===== config.mk =====
export PLATFORM = sky130hd
export DESIGN_NAME = dac_frontend
export DESIGN_NICKNAME = d
export VERILOG_FILES = /design/src/logic/dac_frontend_pkg.sv /design/src/logic/dac_frontend.sv
export SDC_FILE = /design/constraint.sdc
export NUM_CORES = 2
export LEC_CHECK = 0
export ABC_AREA = 1
export BUFFER_PORTS_ARGS = -buffer_cell sky130_fd_sc_hd__buf_2
export CAP_MARGIN = 25
export CORE_ASPECT_RATIO = 2
export CORE_MARGIN = 5
export CORE_UTILIZATION = 35
export CTS_BUF_LIST = sky130_fd_sc_hd__clkbuf_16
export DETAILED_ROUTE_END_ITERATION = 12
export PLACE_DENSITY = 0.59
export SKIP_CTS_REPAIR_TIMING = 1
export SLEW_MARGIN = 0
export SYNTH_ARGS = -nofsm -noshare
export SYNTH_HDL_FRONTEND = slang
export SYNTH_SLANG_ARGS = --single-unit

===== constraint.sdc =====
create_clock -name clock -period 13.8 [get_ports clock]
set_input_delay 1.38 -clock clock [delete_from_list [all_inputs] [get_ports clock]]
set_output_delay 1.38 -clock clock [all_outputs]
set_load 0.005 [all_outputs]

===== src/logic/dac_frontend_pkg.sv =====
// Package: constants, register map and types of the converter's serial front end
package dac_frontend_pkg;
	localparam int FRAME_BITS    = 32;
	localparam int PAYLOAD_BITS  = 24;
	localparam logic [5:0] LEN_FULL  = 6'h20;
	localparam logic [5:0] LEN_SHORT = 6'h18;
	localparam logic [7:0] CRC_POLY  = 8'h07;
	localparam logic [1:0] RB_SYNC   = 2'h2;

	localparam logic [4:0] A_IDLE      = 5'h00;
	localparam logic [4:0] A_INPUT     = 5'h01;
	localparam logic [4:0] A_APPLIED   = 5'h02;
	localparam logic [4:0] A_GAIN      = 5'h03;
	localparam logic [4:0] A_OFFSET    = 5'h04;
	localparam logic [4:0] A_CLEAR     = 5'h05;
	localparam logic [4:0] A_KEY       = 5'h06;
	localparam logic [4:0] A_WDT_CFG   = 5'h07;
	localparam logic [4:0] A_DIAG      = 5'h08;
	localparam logic [4:0] A_FAULT_CFG = 5'h09;
	localparam logic [4:0] A_IF_CFG    = 5'h0A;
	localparam logic [4:0] A_RB_SEL    = 5'h0B;
	localparam logic [4:0] A_STATUS    = 5'h0C;

	localparam logic [15:0] GAIN_RST      = 16'hFFFF;
	localparam logic [15:0] OFFSET_RST    = 16'h8000;
	localparam logic [15:0] WDT_CFG_RST   = 16'h0000;
	localparam logic [15:0] FAULT_CFG_RST = 16'h0003;
	localparam logic [15:0] IF_CFG_RST    = 16'h0001;
	localparam logic [5:0]  DIAG_RST      = 6'h10;
	localparam logic [18:0] OFFSET_ZERO   = 19'h08000;

	localparam int WDT_EN = 0;
	localparam int WDT_KICK_ANY = 1;
	localparam int WDT_RESET_ACT = 9;
	localparam int WDT_CLEAR_ACT = 10;
	localparam int D_CRC = 0;
	localparam int D_SLIP = 1;
	localparam int D_COUNT = 2;
	localparam int D_WDT = 3;
	localparam int D_RESET = 4;
	localparam int D_OVER = 5;
	localparam int F_CRC = 0;
	localparam int F_WDT = 1;
	localparam int IF_CRC_EN = 0;
	localparam int IF_STATUS_RB = 1;
	localparam int IF_ECHO = 2;

	localparam logic [15:0] KICK_KEY_DEF = 16'h5A5A;
	localparam logic [15:0] LOAD_KEY     = 16'h1234;
	localparam logic [15:0] RESET_KEY_1  = 16'h15FA;
	localparam logic [15:0] RESET_KEY_2  = 16'hAF51;

	localparam int CLOCK_HZ = 25_000_000;
	localparam int WDT_TIMEOUT_MS = 1000;
	localparam int WDT_TIMEOUT_CYCLES_DEF = (CLOCK_HZ / 1000) * WDT_TIMEOUT_MS;
	localparam int FIFO_DEPTH = 16;

	typedef enum logic [1:0] {
		FR_IDLE  = 2'b00,
		FR_SHIFT = 2'b01,
		FR_CHECK = 2'b11
	} frame_state_e;

	typedef struct packed {
		logic [4:0]  addr;
		logic [15:0] data;
	} command_s;
endpackage


===== src/logic/dac_frontend.sv =====
// Serial frame checking, readback, watchdog and trim for the converter front end
// What this block does
// Accept frames only matching address pins
// Verify frames with x^8+x^2+x+1 check
// Host sends 32 bits with check enabled
// Bad check: drop, fault low, flags set
// Diag bit 0 write-one clears check error
// Fault config decides check error pin effect
// Slip bit must invert next bit
// Exactly 32 (or 24) falling edges accepted
// Select register, next idle frame reads back
// Readback layout: 10, fault, addr, data, check
// Status mode outputs status, blocks two-stage
// Echo mode alternates status and last command
// Watchdog restarts on selected kick frame
// Expiry: clear code, software reset per bits
// Expiry always sets watchdog status and flag
// After expiry ignore input writes, loads
// Watchdog reset defaults: off, 1 s, key
// Gain trim straight binary, reset FFFF
// Offset trim straight binary, reset 8000
// Code = D*(M+1)/65536 + C - 32768
// Trim writes apply at next input write
// Applied-code register returns untrimmed input
// Sample input MSB first, falling serial edge
// Write frame: slip, addr, reg, data, check
// Load strobe low: update at select rise
// Write-one reloads sticky flag with fault state
`timescale 1ns/1ps
`default_nettype none

module frame_fifo #(
	parameter int WIDTH = 21,
	parameter int DEPTH = 16
) (
	input  wire logic             clock,
	input  wire logic             resetn,
	input  wire logic             in_valid,
	output logic                  in_ready,
	input  wire logic [WIDTH-1:0] in_data,
	output logic                  out_valid,
	input  wire logic             out_ready,
	output logic      [WIDTH-1:0] out_data
);
	localparam int AW = $clog2(DEPTH);
	logic [WIDTH-1:0] mem [DEPTH];
	logic [AW:0]      wr_ptr_reg;
	logic [AW:0]      rd_ptr_reg;
	logic             full;
	logic             empty;

	assign full = (wr_ptr_reg[AW] != rd_ptr_reg[AW]) && (wr_ptr_reg[AW-1:0] == rd_ptr_reg[AW-1:0]);
	assign empty = wr_ptr_reg == rd_ptr_reg;
	assign in_ready = !full;
	assign out_valid = !empty;
	assign out_data = mem[rd_ptr_reg[AW-1:0]];

	always_ff @(posedge clock) begin
		if (in_valid && !full) begin
			mem[wr_ptr_reg[AW-1:0]] <= in_data;
		end
	end

	always_ff @(posedge clock or negedge resetn) begin
		if (!resetn) begin
			wr_ptr_reg <= '0;
			rd_ptr_reg <= '0;
		end else begin
			if (in_valid && !full) begin
				wr_ptr_reg <= wr_ptr_reg + 1'b1;
			end
			if (out_ready && !empty) begin
				rd_ptr_reg <= rd_ptr_reg + 1'b1;
			end
		end
	end
endmodule // frame_fifo

module dac_frontend #(
	parameter int          WDT_TIMEOUT_CYCLES = dac_frontend_pkg::WDT_TIMEOUT_CYCLES_DEF,
	parameter logic [15:0] KICK_KEY           = dac_frontend_pkg::KICK_KEY_DEF
) (
	input  wire logic        clock,
	input  wire logic        resetn,
	input  wire logic        sclk,
	input  wire logic        sync_n,
	input  wire logic        sdin,
	input  wire logic        load_strobe_n,
	input  wire logic        device_address_pin_0,
	input  wire logic        device_address_pin_1,
	output logic             sdo,
	output logic             fault_n,
	output logic      [15:0] dac_code
);
	// Pin order: sclk, sync_n, sdin, load_strobe_n, address 1, address 0
	logic [5:0]  pin_s1_reg;
	logic [5:0]  pin_s2_reg;
	logic [1:0]  edge_reg;
	logic        sclk_fall;
	logic        sync_fall;
	logic        sync_rise;
	dac_frontend_pkg::frame_state_e state_reg;
	logic [31:0] rx_reg;
	logic [31:0] tx_reg;
	logic [31:0] tx_word;
	logic [5:0]  cnt_reg;
	logic        sdo_reg;
	logic [31:0] word;
	logic        crc_en;
	logic        len_ok;
	logic        slip_ok;
	logic        crc_ok;
	logic        addr_ok;
	logic        accept;
	logic        checking;
	logic        fifo_in_ready;
	logic        fifo_out_valid;
	logic        drain_busy_reg;
	logic        wr;
	dac_frontend_pkg::command_s fifo_out;
	dac_frontend_pkg::command_s last_cmd_reg;
	logic [15:0] gain_reg;
	logic [15:0] offset_reg;
	logic [15:0] clear_reg;
	logic [15:0] wdt_cfg_reg;
	logic [15:0] fault_cfg_reg;
	logic [15:0] if_cfg_reg;
	logic [4:0]  rb_addr_reg;
	logic        rb_pending_reg;
	logic        echo_phase_reg;
	logic [5:0]  diag_reg;
	logic [5:0]  diag_next;
	logic [5:0]  diag_event;
	logic        fault_n_reg;
	logic        key_stage_reg;
	logic        soft_rst_reg;
	logic        kick;
	logic        sw_load;
	logic        expire;
	logic        wdt_run_reg;
	logic [31:0] wdt_cnt_reg;
	logic [15:0] input_reg;
	logic [15:0] applied_reg;
	logic [15:0] trimmed_reg;
	logic [15:0] trimmed;
	logic        load_pending_reg;
	logic [15:0] dac_reg;
	logic [15:0] status_word;
	logic [15:0] rd_data;

	function automatic logic [7:0] crc8(input logic [23:0] d);
		logic [7:0] c;
		logic       fb;
		c = 8'h00;
		for (int i = 23; i >= 0; i--) begin
			fb = c[7] ^ d[i];
			c = {c[6:0], 1'b0} ^ (fb ? dac_frontend_pkg::CRC_POLY : 8'h00);
		end
		return c;
	endfunction

	function automatic logic [31:0] pack(input logic f, input logic [4:0] a, input logic [15:0] d);
		logic [23:0] body;
		body = {dac_frontend_pkg::RB_SYNC, f, a, d};
		return {body, crc8(body)};
	endfunction

	// Only the second stage and the edge register are read by logic
	always_ff @(posedge clock or negedge resetn) begin
		if (!resetn) begin
			// Idle pin levels (clock low, select and strobe high), so no false edge follows reset
			pin_s1_reg <= 6'h14;
			pin_s2_reg <= 6'h14;
			edge_reg <= 2'h1;
		end else begin
			pin_s1_reg <= {sclk, sync_n, sdin, load_strobe_n, device_address_pin_1, device_address_pin_0};
			pin_s2_reg <= pin_s1_reg;
			edge_reg <= pin_s2_reg[5:4];
		end
	end
	assign sclk_fall = edge_reg[1] && !pin_s2_reg[5];
	assign sync_fall = edge_reg[0] && !pin_s2_reg[4];
	assign sync_rise = !edge_reg[0] && pin_s2_reg[4];

	// MSB first, falling edge
	always_ff @(posedge clock or negedge resetn) begin
		if (!resetn) begin
			state_reg <= dac_frontend_pkg::FR_IDLE;
			rx_reg <= 32'h0;
			tx_reg <= 32'h0;
			cnt_reg <= 6'h00;
			sdo_reg <= 1'b0;
		end else begin
			case (state_reg)
				dac_frontend_pkg::FR_IDLE: begin
					if (sync_fall) begin
						state_reg <= dac_frontend_pkg::FR_SHIFT;
						cnt_reg <= 6'h00;
						tx_reg <= tx_word;
						sdo_reg <= tx_word[31];
					end
				end
				dac_frontend_pkg::FR_SHIFT: begin
					if (sync_rise) begin
						state_reg <= dac_frontend_pkg::FR_CHECK;
					end else if (sclk_fall) begin
						rx_reg <= {rx_reg[30:0], pin_s2_reg[3]};
						cnt_reg <= (cnt_reg == 6'h3F) ? cnt_reg : cnt_reg + 6'h01;
						tx_reg <= {tx_reg[30:0], 1'b0};
						sdo_reg <= tx_reg[30];
					end
				end
				dac_frontend_pkg::FR_CHECK: begin
					state_reg <= dac_frontend_pkg::FR_IDLE;
				end
				default: begin
					state_reg <= dac_frontend_pkg::FR_IDLE;
				end
			endcase
		end
	end

	// Short frames sit low in the register
	assign word = (cnt_reg == dac_frontend_pkg::LEN_FULL) ? rx_reg : {rx_reg[23:0], 8'h00};
	assign crc_en = if_cfg_reg[dac_frontend_pkg::IF_CRC_EN];
	assign checking = state_reg == dac_frontend_pkg::FR_CHECK;
	// Edge count check
	assign len_ok = crc_en ? (cnt_reg == dac_frontend_pkg::LEN_FULL)
		: (cnt_reg == dac_frontend_pkg::LEN_FULL || cnt_reg == dac_frontend_pkg::LEN_SHORT);
	// Slip bit test
	assign slip_ok = word[31] != word[30];
	// Frame check compare
	assign crc_ok = !crc_en || (crc8(word[31:8]) == word[7:0]);
	// Address pin match
	assign addr_ok = word[30:29] == pin_s2_reg[1:0];
	assign accept = checking && len_ok && slip_ok && crc_ok && addr_ok;
	assign diag_event = {accept && !fifo_in_ready, soft_rst_reg, expire,
		checking && !len_ok, checking && len_ok && !slip_ok,
		checking && len_ok && slip_ok && !crc_ok};

	frame_fifo #(
		.WIDTH ($bits(dac_frontend_pkg::command_s)),
		.DEPTH (dac_frontend_pkg::FIFO_DEPTH)
	) u_fifo (
		.clock     (clock),
		.resetn    (resetn),
		.in_valid  (accept),
		.in_ready  (fifo_in_ready),
		.in_data   (word[28:8]),
		.out_valid (fifo_out_valid),
		.out_ready (!drain_busy_reg),
		.out_data  (fifo_out)
	);

	// The apply stage takes every other cycle, so the queue can back up
	assign wr = fifo_out_valid && !drain_busy_reg;
	always_ff @(posedge clock or negedge resetn) begin
		if (!resetn) begin
			drain_busy_reg <= 1'b0;
			last_cmd_reg <= '0;
		end else begin
			drain_busy_reg <= wr;
			if (wr) begin
				last_cmd_reg <= fifo_out;
			end
		end
	end

	// Configuration with reset values
	always_ff @(posedge clock or negedge resetn) begin
		if (!resetn) begin
			gain_reg <= dac_frontend_pkg::GAIN_RST;
			offset_reg <= dac_frontend_pkg::OFFSET_RST;
			clear_reg <= 16'h0000;
			wdt_cfg_reg <= dac_frontend_pkg::WDT_CFG_RST;
			fault_cfg_reg <= dac_frontend_pkg::FAULT_CFG_RST;
			if_cfg_reg <= dac_frontend_pkg::IF_CFG_RST;
		end else if (soft_rst_reg) begin
			gain_reg <= dac_frontend_pkg::GAIN_RST;
			offset_reg <= dac_frontend_pkg::OFFSET_RST;
			clear_reg <= 16'h0000;
			wdt_cfg_reg <= dac_frontend_pkg::WDT_CFG_RST;
			fault_cfg_reg <= dac_frontend_pkg::FAULT_CFG_RST;
			if_cfg_reg <= dac_frontend_pkg::IF_CFG_RST;
		end else if (wr) begin
			case (fifo_out.addr)
				dac_frontend_pkg::A_GAIN: gain_reg <= fifo_out.data;
				dac_frontend_pkg::A_OFFSET: offset_reg <= fifo_out.data;
				dac_frontend_pkg::A_CLEAR: clear_reg <= fifo_out.data;
				dac_frontend_pkg::A_WDT_CFG: wdt_cfg_reg <= fifo_out.data;
				dac_frontend_pkg::A_FAULT_CFG: fault_cfg_reg <= fifo_out.data;
				dac_frontend_pkg::A_IF_CFG: if_cfg_reg <= fifo_out.data;
				default: begin
				end
			endcase
		end
	end

	// Write-one reloads with this cycle's event; a new event wins
	always_comb begin
		diag_next = diag_reg | diag_event;
		if (wr && fifo_out.addr == dac_frontend_pkg::A_DIAG) begin
			diag_next = (diag_reg & ~fifo_out.data[5:0]) | diag_event;
		end
	end
	// Sticky flags
	always_ff @(posedge clock or negedge resetn) begin
		if (!resetn) begin
			diag_reg <= dac_frontend_pkg::DIAG_RST;
		end else begin
			diag_reg <= diag_next;
		end
	end

	// Fault pin from configured flags
	always_ff @(posedge clock or negedge resetn) begin
		if (!resetn) begin
			fault_n_reg <= 1'b1;
		end else begin
			fault_n_reg <= !((diag_reg[dac_frontend_pkg::D_CRC] && fault_cfg_reg[dac_frontend_pkg::F_CRC])
				|| (diag_reg[dac_frontend_pkg::D_WDT] && fault_cfg_reg[dac_frontend_pkg::F_WDT]));
		end
	end

	// Kick frame selection
	assign kick = wr && (wdt_cfg_reg[dac_frontend_pkg::WDT_KICK_ANY]
		|| (fifo_out.addr == dac_frontend_pkg::A_KEY && fifo_out.data == KICK_KEY));
	assign sw_load = wr && fifo_out.addr == dac_frontend_pkg::A_KEY
		&& fifo_out.data == dac_frontend_pkg::LOAD_KEY;
	assign expire = wdt_run_reg && wdt_cnt_reg == 32'(WDT_TIMEOUT_CYCLES - 1);

	// Two consecutive key writes, or an expiry with the reset action, reset the settings
	always_ff @(posedge clock or negedge resetn) begin
		if (!resetn) begin
			key_stage_reg <= 1'b0;
			soft_rst_reg <= 1'b0;
		end else begin
			soft_rst_reg <= 1'b0;
			if (wr && fifo_out.addr == dac_frontend_pkg::A_KEY) begin
				key_stage_reg <= fifo_out.data == dac_frontend_pkg::RESET_KEY_1;
				soft_rst_reg <= key_stage_reg && fifo_out.data == dac_frontend_pkg::RESET_KEY_2;
			end else if (wr) begin
				key_stage_reg <= 1'b0;
			end
			// Reset action
			if (expire && wdt_cfg_reg[dac_frontend_pkg::WDT_RESET_ACT]) begin
				soft_rst_reg <= 1'b1;
			end
		end
	end

	// Kick restarts only once the flag is clear
	always_ff @(posedge clock or negedge resetn) begin
		if (!resetn) begin
			wdt_run_reg <= 1'b0;
			wdt_cnt_reg <= 32'h0;
		end else if (!wdt_cfg_reg[dac_frontend_pkg::WDT_EN] || soft_rst_reg) begin
			wdt_run_reg <= 1'b0;
			wdt_cnt_reg <= 32'h0;
		end else if (expire) begin
			wdt_run_reg <= 1'b0;
			wdt_cnt_reg <= 32'h0;
		end else if (kick && !diag_reg[dac_frontend_pkg::D_WDT]) begin
			wdt_run_reg <= 1'b1;
			wdt_cnt_reg <= 32'h0;
		end else if (wdt_run_reg) begin
			wdt_cnt_reg <= wdt_cnt_reg + 32'h1;
		end
	end

	// Trim, clamped to the code range
	always_comb begin
		logic [32:0] prod;
		logic [18:0] sum;
		prod = {17'h0, fifo_out.data} * {16'h0, gain_reg + 17'h1};
		sum = {2'b00, prod[32:16]} + {3'b000, offset_reg};
		if (sum < dac_frontend_pkg::OFFSET_ZERO) begin
			trimmed = 16'h0000;
		end else if (sum - dac_frontend_pkg::OFFSET_ZERO > 19'h0FFFF) begin
			trimmed = 16'hFFFF;
		end else begin
			trimmed = 16'(sum - dac_frontend_pkg::OFFSET_ZERO);
		end
	end

	// Trims are taken only at an input write
	always_ff @(posedge clock or negedge resetn) begin
		if (!resetn) begin
			input_reg <= 16'h0000;
			applied_reg <= 16'h0000;
			trimmed_reg <= 16'h0000;
			load_pending_reg <= 1'b0;
			dac_reg <= 16'h0000;
		end else if (expire && wdt_cfg_reg[dac_frontend_pkg::WDT_CLEAR_ACT]) begin
			// Clear code; a fresh input write is needed afterwards
			dac_reg <= clear_reg;
			applied_reg <= clear_reg;
			load_pending_reg <= 1'b0;
		end else if (!diag_reg[dac_frontend_pkg::D_WDT]) begin
			// Strobe low updates at once
			if (wr && fifo_out.addr == dac_frontend_pkg::A_INPUT) begin
				input_reg <= fifo_out.data;
				trimmed_reg <= trimmed;
				load_pending_reg <= pin_s2_reg[2];
				if (!pin_s2_reg[2]) begin
					dac_reg <= trimmed;
					applied_reg <= fifo_out.data;
				end
			end else if (load_pending_reg && (!pin_s2_reg[2] || sw_load)) begin
				dac_reg <= trimmed_reg;
				// Untrimmed code for readback
				applied_reg <= input_reg;
				load_pending_reg <= 1'b0;
			end
		end
	end

	// Summary bits
	assign status_word = {13'h0, !fault_n_reg, diag_reg[dac_frontend_pkg::D_WDT], |diag_reg};

	always_comb begin
		case (rb_addr_reg)
			dac_frontend_pkg::A_INPUT: rd_data = input_reg;
			dac_frontend_pkg::A_APPLIED: rd_data = applied_reg;
			dac_frontend_pkg::A_GAIN: rd_data = gain_reg;
			dac_frontend_pkg::A_OFFSET: rd_data = offset_reg;
			dac_frontend_pkg::A_CLEAR: rd_data = clear_reg;
			dac_frontend_pkg::A_WDT_CFG: rd_data = wdt_cfg_reg;
			dac_frontend_pkg::A_DIAG: rd_data = {10'h0, diag_reg};
			dac_frontend_pkg::A_FAULT_CFG: rd_data = fault_cfg_reg;
			dac_frontend_pkg::A_IF_CFG: rd_data = if_cfg_reg;
			dac_frontend_pkg::A_RB_SEL: rd_data = {11'h0, rb_addr_reg};
			dac_frontend_pkg::A_STATUS: rd_data = status_word;
			default: rd_data = 16'h0000;
		endcase
	end

	// Readback word chosen at frame start
	always_comb begin
		tx_word = 32'h0;
		if (if_cfg_reg[dac_frontend_pkg::IF_STATUS_RB] || if_cfg_reg[dac_frontend_pkg::IF_ECHO]) begin
			if (if_cfg_reg[dac_frontend_pkg::IF_ECHO] && echo_phase_reg) begin
				tx_word = pack(!fault_n_reg, last_cmd_reg.addr, last_cmd_reg.data);
			end else begin
				tx_word = pack(!fault_n_reg, dac_frontend_pkg::A_STATUS, status_word);
			end
		end else if (rb_pending_reg) begin
			tx_word = pack(!fault_n_reg, rb_addr_reg, rd_data);
		end
	end

	// Select write arms the next frame
	always_ff @(posedge clock or negedge resetn) begin
		if (!resetn) begin
			rb_addr_reg <= 5'h00;
			rb_pending_reg <= 1'b0;
			echo_phase_reg <= 1'b0;
		end else begin
			if (sync_fall && state_reg == dac_frontend_pkg::FR_IDLE) begin
				rb_pending_reg <= 1'b0;
				echo_phase_reg <= !echo_phase_reg && if_cfg_reg[dac_frontend_pkg::IF_ECHO];
			end
			if (wr && fifo_out.addr == dac_frontend_pkg::A_RB_SEL) begin
				rb_addr_reg <= fifo_out.data[4:0];
				rb_pending_reg <= 1'b1;
			end
		end
	end

	assign sdo = sdo_reg;
	assign fault_n = fault_n_reg;
	assign dac_code = dac_reg;
endmodule // dac_frontend

`default_nettype wire


==> results.md <==
- Core Region: 118000 sq um
- Worst slew margin: 0.163
- Fin nets: 5023
- Clk buf depth: 3
- Leak: 19.5 nW
- Syn_nets: 5054
- Status: completed
- Post-synth EDFFs: 336
- Clk_lat worst skew: 0.64 ns
- Unrepaired setup endpoints after global routing: no
- Max-slew violations: 0
- Clock slew seen by the registers of the worst setup and hold paths: 0.07 ns
- Largest fanout on the critical path: 59
- Worst setup margin: 2.09 ns
- Clock Skews: 0.0289 ns
- Power Total: about 5.0 mW
- Die Width: 253 um
- Clock root cell: clkbuf_16
- Critical path class: reg -> reg
- I/O Buffers: 25
- Util after Layout: 0.385
- R2r worst-path depth: 45
- Ys flop type: edfxtp_1
- Initial DRC Count: 2228
- Final period util: 0.849
- Ys Warns: 0
- Post-synthesis sequential area ratio: 0.442
- Die H: 497 um
- Placer Congestion: 0.983
- CP arrival: 12.21 ns
- P per Cell Area: 111 nW/um^2
- Slew @ Worst Pin: 1.25 ns
- Hold Path Class: reg -> reg
- Via/cell ratio: between 5 and 6
- Critical path required time: ~14 ns
- Worst slack at placement: 2.15 ns
- Wire per inst: 22.7 um
- Largest net degree at the start of global routing: approximately 150
- CP max stage delay: between 0.7 and 0.8 ns
- Commonest non-fill, non-tap cell in the layout: nand2_1
- Crit-path slowest cell: dfrtp_4
- Area delta synth->final: 9.21%
- Distinct cell type count after synthesis: 64
- Initial Util: 0.352
- WHS: 0.354 ns
- Startpoint Class: flop
- Total gr overflow: 0
- FF/Latch Area: 18300 sq um
- Max reg flops: 336
- Yosys reg bits: 664
- Antenna violations before repair: 1
- First-pass GRT wire length: 210000 um
- Row count: 178
- Total GRT Usage: 0.221
- CP most frequent cell: nand2_1
- Fmax achieved: ~85 MHz
- Mapped cell area: 41400 sq um
- Drt total wl: 142000 um
- CTS tree: done
- Fillcell total: 11900
- Worst Hold Depth: 0
- Multi-input logic area: 20000 sq um
- Post-Syn Area per Cell: 8.82 sq um
- CP endpoint kind: flop
- Post-layout minimum cycle time: 11.71 ns
- 1st-pass router iterations: 9
- Die ar.: 126000 sq um
- Hold Violations, Final: 0
- H-tree levels: 2
- Maximum vdd ir drop: 0.0000981 V
- WP buf/inv: 9
- Share of layout cells above drive strength 1: 0.0687
- Fraction of registers with async set or reset after synthesis: 0.494
- CTS Sinks: 664
- Delay-heaviest family, CP: adder cells
- Vias after detailed routing: 33400
- Syn Inst Count: 4700
- Max-Cap Viols: 0
- Vias in the first global route: 34200
- Total CTS buffers: 56
- Antenna Nets Post-Route: 0
- Boundary Pins: 26
- Final setup vio count: 0
- Drt drc: 0
- Setup_tns: 0 ns
- Crit. path cell count: 45
- Commonest non-fill, non-tap cells in the layout: 1012 x nand2_1, 592 x inv_1, 486 x o21ai_0
- Hpwl dp: around 110000 um
[cell usage after synthesis, drive strengths merged (2+ instances only)]
| cell | n | area share |
|---|---|---|
| dfrtp | 301 | 0.18 |
| nor3 | 49 | 0.0062 |
| nor2 | 508 | 0.047 |
| nand3 | 162 | 0.021 |
| a22oi | 9 | 0.0016 |
| a21boi | 5 | 0.00091 |
| xnor2 | 47 | 0.010 |
| a21o | 4 | 0.00072 |
| or2 | 20 | 0.0030 |
| nand4 | 70 | 0.012 |
| dfstp | 27 | 0.017 |
| a21oi | 143 | 0.017 |
| o21bai | 8 | 0.0014 |
| a211oi | 7 | 0.0013 |
| xor2 | 107 | 0.023 |
| inv | 589 | 0.053 |
| fa | 208 | 0.10 |
| a2bb2oi | 7 | 0.0015 |
| o31ai | 2 | 0.00036 |
| edfxtp | 336 | 0.24 |
| ha | 138 | 0.042 |
| clkinv | 16 | 0.0015 |
| nand3b | 9 | 0.0016 |
| nor4 | 19 | 0.0030 |
| and3 | 3 | 0.00045 |
| o221ai | 20 | 0.0042 |
| a31oi | 9 | 0.0019 |
| nand2 | 1032 | 0.095 |
| clkbuf | 117 | 0.011 |
| o21a | 4 | 0.00072 |
| buf | 84 | 0.012 |
| o211ai | 35 | 0.0063 |
| nor3b | 2 | 0.00036 |
| o21ai | 501 | 0.061 |
| o22ai | 68 | 0.010 |
| a221oi | 26 | 0.0055 |
[power by group]
| part | switching [mW] | leakage (nW) | internal [mW] |
|---|---|---|---|
| sequential | 0.0531 | 7.51 | 2.28 |
| clock | 0.772 | 0.972 | 0.908 |
| combinational | 0.747 | 11.0 | 0.279 |
[per-stage QoR]
stage          instances  area, sq um
2_1_floorplan       4700        41400
3_3_place_gp        6138        43300
3_5_place_dp        6140        43300
6_report            6247        45300
5_1_grt             6246        45300
4_1_cts             6244        45200
[metal layers]
metal  vias up  global-route usage  part of all wire
met1     16300               0.205              0.31
met2      1206               0.419              0.54
li1      15300                   -                 -
met4         0               0.196              0.11
met5         -                   0                 0
met3       584              0.0241             0.043
[cell type report]
class,instances,share of cell area
multi-input combinational,3230,0.442
sequential,664,0.405
inverter,605,0.0503
tap,1530,0.0423
clock buffer,57,0.0315
timing repair buffer,112,0.0181
clock inverter,47,0.0103
antenna,2,0.000111
[final timing paths]
check,slack (ns),to,from
worst max-delay path,2.09,dac_code[6]$_DFFE_PN0P_,u_fifo.rd_ptr_reg[0]$_DFFE_PN0P_
worst max register to register,2.09,dac_code[6]$_DFFE_PN0P_,u_fifo.rd_ptr_reg[0]$_DFFE_PN0P_
min in group asynchronous,0.81,wdt_cnt_reg[24]$_DFFE_PN0P_,resetn
worst min register to register,0.35,pin_s2_reg[5]$_DFF_PN0_,pin_s1_reg[5]$_DFF_PN0_
max in group asynchronous,10.70,u_fifo.rd_ptr_reg[1]$_DFFE_PN0P_,resetn
worst min-delay path,0.35,pin_s2_reg[5]$_DFF_PN0_,pin_s1_reg[5]$_DFF_PN0_
[cell families (layout without fill, tap and decap cells)]
kind of cell | after synthesis | in the layout | synth area share
fa+ha+maj | 346 | 346 | 0.142
simple gates | 1877 | 1877 | 0.189
flops | 664 | 664 | 0.442
buf+inv | 806 | 821 | 0.0773
other cells | 0 | 2 | 0
compound gates | 853 | 853 | 0.116
xor+xnor | 154 | 154 | 0.0327
(Power assumes the default switching activity.)
